## config.mk

```make
export PLATFORM = sky130hd
export DESIGN_NAME = fmd_delineator
export DESIGN_NICKNAME = d
export VERILOG_FILES = /design/src/fmd_pkg.sv /design/src/fmd_stream_if.sv /design/src/fmd_skid_buf.sv /design/src/fmd_mf_tracker.sv /design/src/fmd_delineator.sv
export VERILOG_INCLUDE_DIRS = /design/src
export SDC_FILE = /design/constraint.sdc
export NUM_CORES = 1
export LEC_CHECK = 0
export BUFFER_PORTS_ARGS = -buffer_cell sky130_fd_sc_hd__buf_2
export CAP_MARGIN = 20
export CORE_MARGIN = 2
export CORE_UTILIZATION = 68
export CTS_BUF_LIST = sky130_fd_sc_hd__clkbuf_4
export DETAILED_ROUTE_END_ITERATION = 7
export MAX_ROUTING_LAYER = met4
export PLACE_DENSITY_LB_ADDON = 0.3
export SETUP_SLACK_MARGIN = 0.15
export SYNTH_ARGS = -nofsm -noshare
export SYNTH_HDL_FRONTEND = slang
export SYNTH_HIERARCHICAL = 1
export SYNTH_SLANG_ARGS = --single-unit
```

## constraint.sdc

```tcl
create_clock -name clk_sys_in -period 8.1 [get_ports clk_sys_in]
set_clock_uncertainty 0.05 [all_clocks]
set_input_delay 0.81 -clock clk_sys_in [delete_from_list [all_inputs] [get_ports clk_sys_in]]
set_output_delay 0.81 -clock clk_sys_in [all_outputs]
set_load 0.05 [all_outputs]
```

## src/fmd_map.svh

```systemverilog
// constants for the frame and multiframe delineator
`ifndef FMD_MAP_SVH
`define FMD_MAP_SVH
// frame geometry: positions of a 1584-bit frame, bit 0 first
`define FMD_POS_W        11
`define FMD_POS_LAST     11'h62F
`define FMD_POS_OH_FIRST 11'h61C
`define FMD_POS_OH_LAST  11'h62C
`define FMD_OH_BITS      17
// parity code: (x^13+1)(x^7+x+1) = x^20+x^14+x^13+x^7+x+1
`define FMD_FIRE_W       20
`define FMD_FIRE_POLY    20'h06083
`define FMD_FIRE_INIT    20'h00000
// descrambler x^17+x^14+1, history taps (index 0 newest)
`define FMD_SCR_W        17
`define FMD_SCR_TAP_A    16
`define FMD_SCR_TAP_B    2
// state code and multiframe markers
`define FMD_SC_W         3
`define FMD_MARK_A       3'h3
`define FMD_MARK_B       3'h1
`endif

```

## src/fmd_pkg.sv

```systemverilog
// types and shared functions of the frame and multiframe delineator
`include "fmd_map.svh"
package fmd_pkg;

  typedef enum logic [1:0]
  {
    FMD_HUNT_FIRST  = 2'b00,
    FMD_HUNT_SECOND = 2'b01,
    FMD_VERIFY      = 2'b10,
    FMD_IN_FRAME    = 2'b11
  } fmd_frame_state_t;

  typedef logic [`FMD_FIRE_W-1:0] fmd_fire_t;

  // one step of the parity remainder, msb first
  function automatic fmd_fire_t fmd_fire_step(input fmd_fire_t rem,
                                              input logic      din);
    logic fb;
    fb = din ^ rem[`FMD_FIRE_W-1];
    fmd_fire_step = {rem[`FMD_FIRE_W-2:0], 1'b0} ^
                    (fb ? `FMD_FIRE_POLY : `FMD_FIRE_INIT);
  endfunction : fmd_fire_step

  // true for either multiframe marker code
  function automatic logic fmd_is_marker(input logic [`FMD_SC_W-1:0] sc);
    fmd_is_marker = (sc == `FMD_MARK_A) || (sc == `FMD_MARK_B);
  endfunction : fmd_is_marker

endpackage : fmd_pkg

```

## src/fmd_stream_if.sv

```systemverilog
// valid/ready stream between the delineator and its buffer
`timescale 1ns/1ns
`default_nettype none
interface fmd_stream_if #(parameter int WIDTH = 2);
  logic             valid;
  logic             ready;
  logic [WIDTH-1:0] data;
  modport src (output valid, output data, input ready);
  modport snk (input valid, input data, output ready);
endinterface : fmd_stream_if
`default_nettype wire

```

## src/fmd_skid_buf.sv

```systemverilog
// two-entry buffer that keeps every word through a receiver stall
`timescale 1ns/1ns
`default_nettype none
module fmd_skid_buf
  import fmd_pkg::*;
#(
  parameter int WIDTH = 2
)
(
  // clock and reset
  input  wire logic   clk_sys_in,
  input  wire logic   reset_n_in,
  // filling side
  fmd_stream_if.snk   in_if,
  // draining side
  output var logic             out_valid_out,
  output var logic [WIDTH-1:0] out_data_out,
  input  wire logic            out_ready_in
);

  logic             skid_valid;
  logic [WIDTH-1:0] skid_data;
  logic             in_ready;
  logic             next_skid_valid;
  wire              push = in_if.valid && in_ready;
  wire              pop  = out_valid_out && out_ready_in;
  wire              head_free = !out_valid_out || pop;

  assign in_if.ready = in_ready;

  // skid entry fills when the head is held and empties into the head
  assign next_skid_valid = head_free ? 1'b0 : (skid_valid || push);

  // head and skid registers
  always_ff @(posedge clk_sys_in or negedge reset_n_in)
  begin
    if (!reset_n_in)
    begin
      out_valid_out <= 1'b0;
      out_data_out  <= '0;
      skid_valid    <= 1'b0;
      skid_data     <= '0;
      in_ready      <= 1'b1;
    end
    else
    begin
      if (head_free)
      begin
        out_valid_out <= skid_valid || push;
        out_data_out  <= skid_valid ? skid_data : in_if.data;
      end
      else if (push)
        skid_data <= in_if.data;
      skid_valid <= next_skid_valid;
      in_ready   <= !next_skid_valid;
    end
  end

  // a stalled head word stays put
  property p_buf_hold;
    @(posedge clk_sys_in) disable iff (!reset_n_in)
    (out_valid_out && !out_ready_in) |=>
      (out_valid_out && $stable(out_data_out));
  endproperty
  a_buf_hold: assert property (p_buf_hold)
    else $error("buffered word changed while stalled");

  // a full buffer refuses the next word
  property p_buf_full;
    @(posedge clk_sys_in) disable iff (!reset_n_in)
    (skid_valid && out_valid_out) |-> !in_if.ready;
  endproperty
  a_buf_full: assert property (p_buf_full)
    else $error("buffer ready while full");

endmodule : fmd_skid_buf
`default_nettype wire

```

## src/fmd_mf_tracker.sv

```systemverilog
// multiframe alignment from the marker in the state code
`timescale 1ns/1ns
`default_nettype none
module fmd_mf_tracker
  import fmd_pkg::*;
#(
  parameter int LEN_W = 8,
  parameter int CNT_W = 4
)
(
  // clock and reset
  input  wire logic                clk_sys_in,
  input  wire logic                reset_n_in,
  // per-frame result from the framer
  input  wire logic                frame_tick_in,
  input  wire logic [`FMD_SC_W-1:0] state_code_in,
  input  wire logic                in_frame_in,
  // configuration
  input  wire logic                mf_enable_in,
  input  wire logic [LEN_W-1:0]    mf_length_in,
  input  wire logic [CNT_W-1:0]    loss_thr_in,
  input  wire logic [CNT_W-1:0]    lock_thr_in,
  // status
  output var logic                 in_multiframe_out
);

  logic [LEN_W-1:0] mf_pos;
  logic [CNT_W-1:0] good_cnt;
  logic [CNT_W-1:0] bad_cnt;
  logic             cand;
  logic             mf_bad;

  // sequence decode for the frame just ended
  wire marker   = fmd_is_marker(state_code_in);
  wire at_first = (mf_pos == '0);
  wire at_last  = (mf_pos == mf_length_in - LEN_W'(1));
  wire seq_ok   = (at_first == marker);
  wire [LEN_W-1:0] pos_step = at_last ? '0 : mf_pos + LEN_W'(1);
  wire [CNT_W-1:0] good_inc = good_cnt + CNT_W'(1);
  wire [CNT_W-1:0] bad_inc  = bad_cnt + CNT_W'(1);
  wire             hold_out = !mf_enable_in || !in_frame_in;

  // search, confirm and loss of multiframe alignment
  always_ff @(posedge clk_sys_in or negedge reset_n_in)
  begin
    if (!reset_n_in)
    begin
      mf_pos            <= '0;
      good_cnt          <= '0;
      bad_cnt           <= '0;
      cand              <= 1'b0;
      mf_bad            <= 1'b0;
      in_multiframe_out <= 1'b0;
    end
    else if (hold_out)
    begin
      mf_pos            <= '0;
      good_cnt          <= '0;
      bad_cnt           <= '0;
      cand              <= 1'b0;
      mf_bad            <= 1'b0;
      in_multiframe_out <= 1'b0;
    end
    else if (frame_tick_in)
    begin
      if (in_multiframe_out)
      begin
        mf_pos <= pos_step;
        mf_bad <= at_last ? 1'b0 : (mf_bad || !seq_ok);
        if (at_last && (mf_bad || !seq_ok))
        begin
          bad_cnt <= bad_inc;
          if (bad_inc >= loss_thr_in)
          begin
            in_multiframe_out <= 1'b0;
            cand              <= 1'b0;
            good_cnt          <= '0;
          end
        end
        else if (at_last)
          bad_cnt <= '0;
      end
      else if (!cand || !seq_ok)
      begin
        // a marker opens a new candidate boundary
        cand     <= marker;
        mf_pos   <= marker ? LEN_W'(1) : '0;
        good_cnt <= '0;
      end
      else
      begin
        mf_pos <= pos_step;
        if (at_last)
        begin
          good_cnt <= good_inc;
          if (good_inc >= lock_thr_in)
          begin
            in_multiframe_out <= 1'b1;
            bad_cnt           <= '0;
            mf_bad            <= 1'b0;
          end
        end
      end
    end
  end

  // no multiframe lock while out of frame or disabled
  property p_mf_held;
    @(posedge clk_sys_in) disable iff (!reset_n_in)
    hold_out |=> !in_multiframe_out;
  endproperty
  a_mf_held: assert property (p_mf_held)
    else $error("multiframe lock while held out");

  // lock is only gained at the end of a multiframe
  property p_mf_gain;
    @(posedge clk_sys_in) disable iff (!reset_n_in)
    $rose(in_multiframe_out) |->
      $past(frame_tick_in && at_last && cand && seq_ok);
  endproperty
  a_mf_gain: assert property (p_mf_gain)
    else $error("multiframe lock gained off a boundary");

endmodule : fmd_mf_tracker
`default_nettype wire

```

## src/fmd_delineator.sv

```systemverilog
// receive frame and multiframe delineation with descrambler sync
`timescale 1ns/1ns
`default_nettype none
// Operation
// - leave in-frame after loss-threshold bad frames
// - out of frame, hunt boundaries bit by bit
// - enter in-frame after lock-threshold good frames
// - may check only some parity bits
// - candidate count left to implementation
// - checksum over 1564 bits from candidate
// - descrambler state is checksum xor next 17
// - load descrambler, then free-run per bit
// - check second block's 17 descrambled bits
// - second-block mismatch slips to another bit
// - second-block match counts first good frame
// - leave multiframe after loss-threshold bad multiframes
// - hunt marker then N-1 unmarked frames
// - enter multiframe after lock-threshold good multiframes
// - multiframe length is a setting
// - marker codes 011 or 001 on first frame
// - no multiframe tracking when disabled
// - out of frame forces out of multiframe
// - descrambler x^17+x^14+1 advances every bit
// - parity code (x^13+1)(x^7+x+1) over scrambled bits
// - parity 19..3 at bits 1564..1580, 2..0 carry state
module fmd_delineator
  import fmd_pkg::*;
#(
  parameter int CNT_W      = 4,
  parameter int LEN_W      = 8,
  parameter int CHECK_BITS = `FMD_OH_BITS
)
(
  // clock and reset
  input  wire logic                 clk_sys_in,
  input  wire logic                 reset_n_in,
  // received serial stream
  input  wire logic                 rx_bit_in,
  input  wire logic                 rx_valid_in,
  output var logic                  rx_ready_out,
  // configuration
  input  wire logic [CNT_W-1:0]     frame_loss_threshold_in,
  input  wire logic [CNT_W-1:0]     frame_lock_threshold_in,
  input  wire logic                 mf_enable_in,
  input  wire logic [LEN_W-1:0]     mf_length_in,
  input  wire logic [CNT_W-1:0]     multiframe_loss_threshold_in,
  input  wire logic [CNT_W-1:0]     multiframe_lock_threshold_in,
  // descrambled payload out
  output var logic                  data_valid_out,
  output var logic                  data_bit_out,
  output var logic                  data_sof_out,
  input  wire logic                 data_ready_in,
  // status
  output var logic                  in_frame_out,
  output var logic                  in_multiframe_out,
  output var logic [`FMD_SC_W-1:0]  state_code_out
);

  localparam logic [`FMD_POS_W-1:0] CHECK_LAST =
    `FMD_POS_OH_FIRST + `FMD_POS_W'(CHECK_BITS - 1);

  fmd_frame_state_t                state;
  fmd_frame_state_t                next_state;
  logic [`FMD_POS_W-1:0]           pos;
  logic [`FMD_POS_W-1:0]           next_pos;
  fmd_fire_t                       fire;
  logic [`FMD_SCR_W-1:0]           scr;
  logic [`FMD_SC_W-1:0]            sc_shift;
  logic                            frame_err;
  logic                            slip;
  logic [CNT_W-1:0]                good_cnt;
  logic [CNT_W-1:0]                bad_cnt;
  logic [CNT_W-1:0]                next_good_cnt;
  logic [CNT_W-1:0]                next_bad_cnt;
  logic                            next_slip;
  logic                            frame_tick;
  logic [`FMD_SC_W-1:0]            frame_sc;

  fmd_stream_if #(.WIDTH(2)) buf_if ();

  // bit acceptance is stalled by the output buffer
  wire adv       = rx_valid_in && buf_if.ready;
  wire at_last   = (pos == `FMD_POS_LAST);
  wire in_block  = (pos < `FMD_POS_OH_FIRST);
  wire in_oh     = !in_block && (pos <= `FMD_POS_OH_LAST);
  wire in_check  = !in_block && (pos <= CHECK_LAST);
  wire fec_bit   = fire[`FMD_FIRE_W-1];
  wire frame_end = adv && at_last && !slip;

  // descrambler keystream and descrambled bit
  wire ks_gen    = scr[`FMD_SCR_TAP_A] ^ scr[`FMD_SCR_TAP_B];
  wire loading   = (state == FMD_HUNT_FIRST) && in_oh;
  wire ks_cap    = rx_bit_in ^ fec_bit;
  wire ks_next   = loading ? ks_cap : ks_gen;
  wire dbit      = rx_bit_in ^ ks_gen;

  // per-bit parity comparison and end-of-frame verdict
  wire bit_bad   = (state != FMD_HUNT_FIRST) && in_check &&
                   (dbit != fec_bit);
  wire frame_ok  = !frame_err;
  wire [`FMD_SC_W-1:0] sc_now = {sc_shift[`FMD_SC_W-2:0], dbit ^ fec_bit};
  wire [CNT_W-1:0] good_inc = good_cnt + CNT_W'(1);
  wire [CNT_W-1:0] bad_inc  = bad_cnt + CNT_W'(1);

  // frame position, with a one-bit hold to move the candidate
  always_comb
  begin
    if (at_last && !slip)
      next_pos = next_slip ? pos : '0;
    else if (at_last)
      next_pos = '0;
    else
      next_pos = pos + `FMD_POS_W'(1);
  end

  // frame alignment state machine, evaluated once per frame
  always_comb
  begin
    next_state    = state;
    next_good_cnt = good_cnt;
    next_bad_cnt  = bad_cnt;
    next_slip     = 1'b0;
    if (at_last && !slip)
    begin
      unique case (state)
        FMD_HUNT_FIRST:
          next_state = FMD_HUNT_SECOND;
        FMD_HUNT_SECOND:
        begin
          next_good_cnt = CNT_W'(1);
          next_state    = !frame_ok ? FMD_HUNT_FIRST :
                          (frame_lock_threshold_in <= CNT_W'(1)) ?
                          FMD_IN_FRAME : FMD_VERIFY;
          next_slip     = !frame_ok;
        end
        FMD_VERIFY:
        begin
          next_good_cnt = good_inc;
          next_state    = !frame_ok ? FMD_HUNT_FIRST :
                          (good_inc >= frame_lock_threshold_in) ?
                          FMD_IN_FRAME : FMD_VERIFY;
          next_slip     = !frame_ok;
        end
        FMD_IN_FRAME:
        begin
          next_bad_cnt = frame_ok ? '0 : bad_inc;
          if (!frame_ok && (bad_inc >= frame_loss_threshold_in))
          begin
            next_state = FMD_HUNT_FIRST;
            next_slip  = 1'b1;
          end
        end
      endcase
      if (next_state != FMD_IN_FRAME)
        next_bad_cnt = '0;
    end
  end

  // position, state and counters
  always_ff @(posedge clk_sys_in or negedge reset_n_in)
  begin
    if (!reset_n_in)
    begin
      pos      <= '0;
      state    <= FMD_HUNT_FIRST;
      good_cnt <= '0;
      bad_cnt  <= '0;
      slip     <= 1'b0;
    end
    else if (adv)
    begin
      pos      <= next_pos;
      state    <= next_state;
      good_cnt <= next_good_cnt;
      bad_cnt  <= next_bad_cnt;
      slip     <= next_slip;
    end
  end

  // parity remainder over the block, then shifted out
  always_ff @(posedge clk_sys_in or negedge reset_n_in)
  begin
    if (!reset_n_in)
      fire <= `FMD_FIRE_INIT;
    else if (adv && (pos == '0))
      fire <= fmd_fire_step(`FMD_FIRE_INIT, rx_bit_in);
    else if (adv && in_block)
      fire <= fmd_fire_step(fire, rx_bit_in);
    else if (adv)
      fire <= {fire[`FMD_FIRE_W-2:0], 1'b0};
  end

  // descrambler history, loaded from the overhead then free-running
  always_ff @(posedge clk_sys_in or negedge reset_n_in)
  begin
    if (!reset_n_in)
      scr <= '0;
    else if (adv)
      scr <= {scr[`FMD_SCR_W-2:0], ks_next};
  end

  // frame error flag and state code capture
  always_ff @(posedge clk_sys_in or negedge reset_n_in)
  begin
    if (!reset_n_in)
    begin
      frame_err <= 1'b0;
      sc_shift  <= '0;
    end
    else if (adv)
    begin
      frame_err <= (at_last || slip) ? 1'b0 : (frame_err || bit_bad);
      if (pos > `FMD_POS_OH_LAST)
        sc_shift <= sc_now;
    end
  end

  // per-frame result handed to the multiframe tracker
  always_ff @(posedge clk_sys_in or negedge reset_n_in)
  begin
    if (!reset_n_in)
    begin
      frame_tick     <= 1'b0;
      frame_sc       <= '0;
      state_code_out <= '0;
      in_frame_out   <= 1'b0;
    end
    else
    begin
      frame_tick <= frame_end && (state == FMD_IN_FRAME);
      if (frame_end)
      begin
        frame_sc       <= sc_now;
        state_code_out <= sc_now;
      end
      if (adv)
        in_frame_out <= (next_state == FMD_IN_FRAME);
    end
  end

  // payload bits go to the buffer only while in frame
  assign buf_if.valid = rx_valid_in && (state == FMD_IN_FRAME) &&
                        in_block && !slip;
  assign buf_if.data  = {pos == '0, dbit};
  assign rx_ready_out = buf_if.ready;

  // multiframe alignment
  fmd_mf_tracker #(
    .LEN_W (LEN_W),
    .CNT_W (CNT_W)
  ) u_mf (
    .clk_sys_in        (clk_sys_in),
    .reset_n_in        (reset_n_in),
    .frame_tick_in     (frame_tick),
    .state_code_in     (frame_sc),
    .in_frame_in       (in_frame_out),
    .mf_enable_in      (mf_enable_in),
    .mf_length_in      (mf_length_in),
    .loss_thr_in       (multiframe_loss_threshold_in),
    .lock_thr_in       (multiframe_lock_threshold_in),
    .in_multiframe_out (in_multiframe_out)
  );

  // payload buffer
  fmd_skid_buf #(
    .WIDTH (2)
  ) u_buf (
    .clk_sys_in    (clk_sys_in),
    .reset_n_in    (reset_n_in),
    .in_if         (buf_if),
    .out_valid_out (data_valid_out),
    .out_data_out  ({data_sof_out, data_bit_out}),
    .out_ready_in  (data_ready_in)
  );

  // enough bad frames in frame drop the lock
  property p_loss;
    @(posedge clk_sys_in) disable iff (!reset_n_in)
    (frame_end && (state == FMD_IN_FRAME) && !frame_ok &&
     (bad_inc >= frame_loss_threshold_in)) |=>
      ((state == FMD_HUNT_FIRST) && slip);
  endproperty
  a_loss: assert property (p_loss)
    else $error("frame lock kept past loss threshold");

  // a failed second block moves the candidate by one bit
  property p_slip;
    @(posedge clk_sys_in) disable iff (!reset_n_in)
    (frame_end && (state == FMD_HUNT_SECOND) && !frame_ok) |=>
      ((pos == `FMD_POS_LAST) && slip && (state == FMD_HUNT_FIRST));
  endproperty
  a_slip: assert property (p_slip)
    else $error("second block failure did not slip");

  // lock entry only from a good frame with enough matches
  property p_lock;
    @(posedge clk_sys_in) disable iff (!reset_n_in)
    ($changed(state) && (state == FMD_IN_FRAME)) |->
      $past(frame_ok && ((state == FMD_HUNT_SECOND) ||
            (good_inc >= frame_lock_threshold_in)));
  endproperty
  a_lock: assert property (p_lock)
    else $error("in-frame entered without lock threshold");

  // status output follows the frame state
  property p_status;
    @(posedge clk_sys_in) disable iff (!reset_n_in)
    in_frame_out == (state == FMD_IN_FRAME);
  endproperty
  a_status: assert property (p_status)
    else $error("in-frame status disagrees with state");

  // no payload leaves the framer before lock
  property p_squelch;
    @(posedge clk_sys_in) disable iff (!reset_n_in)
    buf_if.valid |-> (in_frame_out && in_block);
  endproperty
  a_squelch: assert property (p_squelch)
    else $error("payload pushed while out of frame");

endmodule : fmd_delineator
`default_nettype wire

```

After elaboration in Yosys (flattened, before gate mapping)
Cells that the tools add are included.
{"block": "totals", "out_inout_bits": 9, "register_bits": 93, "in_bits": 30, "elab_cells": 185}
{"block": "classes", "n_bitwise": 6, "eq_ne": 15, "muxes": 69, "magnitude_cmp": 8, "n_reduce_logical": 57, "n_addsub": 7}
{"operator": "2-to-1 mux 4 bit", "n": 18}
{"operator": "2-to-1 mux 20 bit", "n": 3}
{"operator": "2-to-1 mux 8 bit", "n": 5}
{"operator": "2-to-1 mux 11 bit", "n": 3}
{"operator": "2-to-1 mux 15 bit", "n": 2}
{"operator": "2-to-1 mux 1 bit", "n": 29}
{"operator": "bitwise XOR 20 x 15 -> 20 bit", "n": 1}
{"operator": "logical AND 1 bit", "n": 18}
{"operator": "adder 4 x 1 -> 4 bit, second input constant", "n": 4}
{"operator": "greater-or-equal comparator 4 bit", "n": 4}
{"operator": "nonzero test 3 bit", "n": 5}
{"operator": "2-to-1 mux 2 bit", "n": 6}
{"operator": "AND reduction 4 bit", "n": 3}
{"operator": "adder 11 x 1 -> 11 bit, second input constant", "n": 1}
{"operator": "equality test 11 bit, second input constant", "n": 1}
{"operator": "greater-than comparator 11 bit, second input constant", "n": 1}
{"operator": "less-or-equal comparator 11 bit, second input constant", "n": 1}
{"operator": "zero test 11 bit", "n": 1}
{"operator": "< comparator 11 bit, second input constant", "n": 1}
{"operator": "adder 8 x 1 -> 8 bit, second input constant", "n": 1}
{"operator": "equality test 8 bit", "n": 1}
{"operator": "zero test 1 bit", "n": 8}
{"operator": "zero test 8 bit", "n": 1}
{"operator": "logical OR 1 bit", "n": 8}
{"operator": "23 further kinds", "n": 36}

Depth between registers and ports, before layout
{"block": "depth", "depth_word": 10, "depth_mapped": 10, "mapped_depth_nobuf": 10}

By module
Netlist, hierarchy kept.
{"module": "fmd_delineator", "area_each_um2": 3495.9, "n_inst": 1, "cells_each": 391}
{"module": "fmd_mf_tracker", "area_each_um2": 1621.6, "n_inst": 1, "cells_each": 177}
{"module": "fmd_skid_buf", "area_each_um2": 277.8, "n_inst": 1, "cells_each": 19}

Worst setup path before layout
Ideal clock, no wire load.
{"block": "synth_timing", "path_kind": "input port to flip-flop", "start": "input port mf_length_in[1]", "end": "register u_mf.mf_pos[6]", "setup_ns": 0.126, "n_path_buf": 0, "t_arrival_ns": 2.623, "t_required_ns": 7.924, "slack_ns": 5.301, "stages": 6, "cell_sequence": "or4_1 -> or3_4 -> a221oi_4 -> a211oi_2 -> and3_1 -> a221o_1"}
{"block": "synth_between", "elab_chain_len": 7}
{"element": "from (decl)", "line_no": "fmd_delineator.sv:45", "text": "input wire logic [LEN_W-1:0] mf_length_in,"}
{"element": "subtractor 8 x 1 -> 8 bit (*)", "line_no": "fmd_mf_tracker.sv:36", "text": "wire at_last = (mf_pos == mf_length_in - LEN_W'(1));"}
{"element": "equality test 8 bit (*)", "line_no": "fmd_mf_tracker.sv:36"}
{"element": "2-to-1 mux 8 bit (*)", "line_no": "fmd_mf_tracker.sv:38", "text": "wire [LEN_W-1:0] pos_step = at_last ? '0 : mf_pos + LEN_W'(1);"}
{"element": "2-to-1 mux 8 bit", "line_no": "fmd_mf_tracker.sv:83", "text": "else if (!cand || !seq_ok)"}
{"element": "2-to-1 mux 8 bit (*)", "line_no": "fmd_mf_tracker.sv:66", "text": "if (in_multiframe_out)"}
{"element": "2-to-1 mux 8 bit (*)", "line_no": "fmd_mf_tracker.sv:64", "text": "else if (frame_tick_in)"}
{"element": "2-to-1 mux 8 bit (*)", "line_no": "fmd_mf_tracker.sv:55", "text": "else if (hold_out)"}
{"element": "to (signal assigned)", "line_no": "fmd_mf_tracker.sv:68", "text": "mf_pos <= pos_step;"}
{"element": "to (signal assigned)", "line_no": "fmd_mf_tracker.sv:87", "text": "mf_pos <= marker ? LEN_W'(1) : '0;"}
{"element": "to (signal assigned)", "line_no": "fmd_mf_tracker.sv:92", "text": "mf_pos <= pos_step;"}
{"element": "to (decl)", "line_no": "fmd_mf_tracker.sv:27", "text": "logic [LEN_W-1:0] mf_pos;"}
Mark *: on every way between the ends. The rest lies on a longest branch, timed or not. The select of a mux whose other input is x is not followed.
A chain may end at the register's enable or synchronous reset.

==> summary.txt <==
Status
  – Status: complete, no violations

Cells and area
  – Final Core Density: 0.7661
  – Layout cells sized above 1: 0.1458
  – Nets@finish: 678
  – Area growth from synthesis to final layout: 9.161%
  – Inserted Diodes: 0
  – Post-Layout Cell Count: 726

Floorplan
  – CORE AREA: 7687 µm²
  – IO Pins: 39
  – Starting Density: 0.7018
  – Row cnt: 32
  – Die height: 93.08 µm
  – Die area: 8663 µm²
  – Die Wd: 93.08 µm

Timing
  – Setup_tns: 0 ns
  – Tmin final: 2.846 ns
  – Final worst path period share: 0.3514
  – Slew HR: 0.4907
  – Pins Over Slew Limit: 0
  – RSZ-0062 raised after global routing: false
  – Final setup fails: 0
  – Fin. Hold Viols: 0
  – Slew @ Worst Pin: 0.7640 ns
  – Peak Freq: 351.4 MHz
  – Setup ws final: 5.254 ns

Placed design
  – Dpl hpwl: 8067 µm
  – Cells after DPL: 710
  – Gpl congestion: 0.8904
  – Worst setup slack after placement: 5.056 ns
  – Buffers on Ports: 38

Hold path
  – Worst min path class: in -> async

Global routing
  – Largest net degree at the start of global routing: 59
  – GRT overflow: 0
  – Vias in the first global route: 4,377
  – Total GRT Usage: 0.2839
  – Initial antenna violation count: 0
  – First-pass GRT wire length: 19,250 µm

Clocking
  – Clock Sinks: 93
  – Hold buffers post-CTS: 0
  – Post-cts resize count: 0
  – CTS tree: done
  – Worst skew pair latency: 0.45 ns
  – Clock Tree Root: clkbuf_4
  – Register clock-pin slew on the reported worst setup and hold paths: 0.14 ns
  – TritonCTS Buffers: 9
  – CTS H-Tree Depth: 3
  – Setup Buffers After CTS: 0
  – Maximum buffer depth of the clock tree: 2

Run
  – Number of max-cap violations: 0

Setup path
  – Reg2Reg Launch Point: bad_cnt[0]
  – Startpoint types: flip-flop
  – Reg2reg end: bad_cnt[1]
  – Critical Path End Type: flip-flop
  – CP startpoint: bad_cnt[0]
  – Crit path to: bad_cnt[1]
  – Crit path required time: 8.43 ns
  – Worst-path maximum fanout: 5
  – Critical Path AT: 3.17 ns
  – Crit Path Class: reg -> reg
  – Worst reg2reg path depth: 9
  – R2r setup slk: 5.25 ns

Synth
  – Post-Syn Instances: 587
  – Syn nets: 646
  – Simple-Gate Fraction of Synth Area: 0.2266
  – Syn_area_per_cell: 9.191 µm²
  – Compound-Gate Fraction of Synth Area: 0.1714
  – Synthesized area: 5395 µm²
  – Commonest cells post-synth: 116 x nand2_1, 92 x dfrtp_1, 44 x o21ai_0
  – Distinct cells, synth: 76
  – Mux cell area share after synthesis: 0.01855
  – #FFs+latches synth: 93
  – Synth Flop Type: dfrtp_1
  – Ranking of synthesized cells by area: dfrtp_1 43%, nand2_1 8.1%, ha_1 6.7%
  – Post-synthesis adder-cell area fraction: 0.06725
  – Asr flop ratio synth: 1.000
  – Post-synthesis xor/xnor area fraction: 0.04314
  – Sequential area share after synthesis: 0.4316
  – Cell with the most instances after synthesis: nand2_1
  – YS warnings: 6
  – Synth area leader: dfrtp_1
  – EDFF count, synth: 0
  – Largest family of logic cells by synthesized area: simple AND/OR/NAND/NOR gates
  – Yosys top cell area share: 0.4267

Route
  – WL per Instance: 15.54 µm
  – Routed Antenna Nets: 0
  – Detailed Routing Iterations Pass 1: 5
  – DRC Markers: 0
  – Vias per Instance: 6.088
  – Detailed Route Iter0 Violations: 304
  – Total number of vias: 4,420
  – Final WL: 11,280 µm

Power and ir drop
  – Leak: 2.881 nW
  – Maximum VDD drop: 162.2 µV
  – P per Cell Area: 177.4 nW/µm²
## area by class of cell
class | count | area [µm²]
Fill cell | 535 | 1798
Timing Repair Buffer | 41 | 215.2
Clock inverter | 6 | 158.9
Tap cell | 102 | 127.6
Clock buffer | 10 | 75.07
Sequential cell | 93 | 2328
Inverter | 37 | 138.9
Multi-Input combinational cell | 437 | 2845
## report_power, final
part / internal [mW] / switching [mW]
logic: 0.0529 / 0.0748
clock network: 0.222 / 0.157
registers: 0.501 / 0.0368
## worst min-delay path by stage
stage	to	cells past startpoint
floorplan	scr[10]	2
global placement	scr[9]	2
detailed placement	scr[10]	2
CTS	good_cnt[2]	1
global route	good_cnt[0]	1
finish	good_cnt[0]	1
## registers in the layout (all words and copies together), names as in the netlist, 2 cells and up
register / count
fire: 20
u_buf/skid_data: 2
state: 2
u_buf/out_data_out: 2
u_mf/good_cnt: 4
state_code_out: 3
sc_shift: 2
scr: 17
bad_cnt: 4
pos: 11
u_mf/mf_pos: 8
good_cnt: 4
u_mf/bad_cnt: 4
## through the flow
stage | cell area [µm²] | total power, mW | hold slack (ns)
2_1_floorplan | 5395 | 0.6265 | 0.3886
3_3_place_gp | 5655 | 0.6627 | 0.3973
3_5_place_dp | 5655 | 0.6719 | 0.4034
4_1_cts | 5889 | 1.050 | 0.2578
5_1_grt | 5889 | 1.090 | 0.2781
6_report | 5889 | 1.045 | 0.2420
## worst max-delay path: stages, from the launching register on
cell,delay (ns)
dfrtp_1,0.45
ha_1,0.27
xor2_1,0.18
ha_1,0.28
o21a_1,0.18
or2_2,0.29
a2111o_1,0.44
a22oi_1,0.29
nand4_1,0.17
o2bb2ai_1,0.18
## per-layer routing
layer	GRT usage	wire [µm]	vias up
met5	-	0	-
met3	0.03787	538	25
li1	-	-	2137
met2	0.4541	5493	128
met4	0.1238	242	0
met1	0.3678	5009	2130
## layout by cell type, fill, tap and decap left out, drive strengths merged, types with 7 or more instances in the layout
master / count
a21oi: 15
a221o: 7
a22o: 7
a31oi: 9
and3: 9
buf: 41
clkbuf: 10
dfrtp: 92
ha: 29
inv: 37
mux2: 8
nand2: 116
nand3: 21
nand4: 7
nor2: 28
nor3: 18
o21ai: 46
xnor2: 16
xor2: 8
## cells by family after synthesis
family | after synthesis
xor gates and xnor gates | 25
adders and majority gates | 29
muxes | 9
and+or+nand+nor | 246
DFF | 93
buffers and inverters | 57
AOI/OAI and AO/OA | 128
Power figures use the tool's default switching activity.
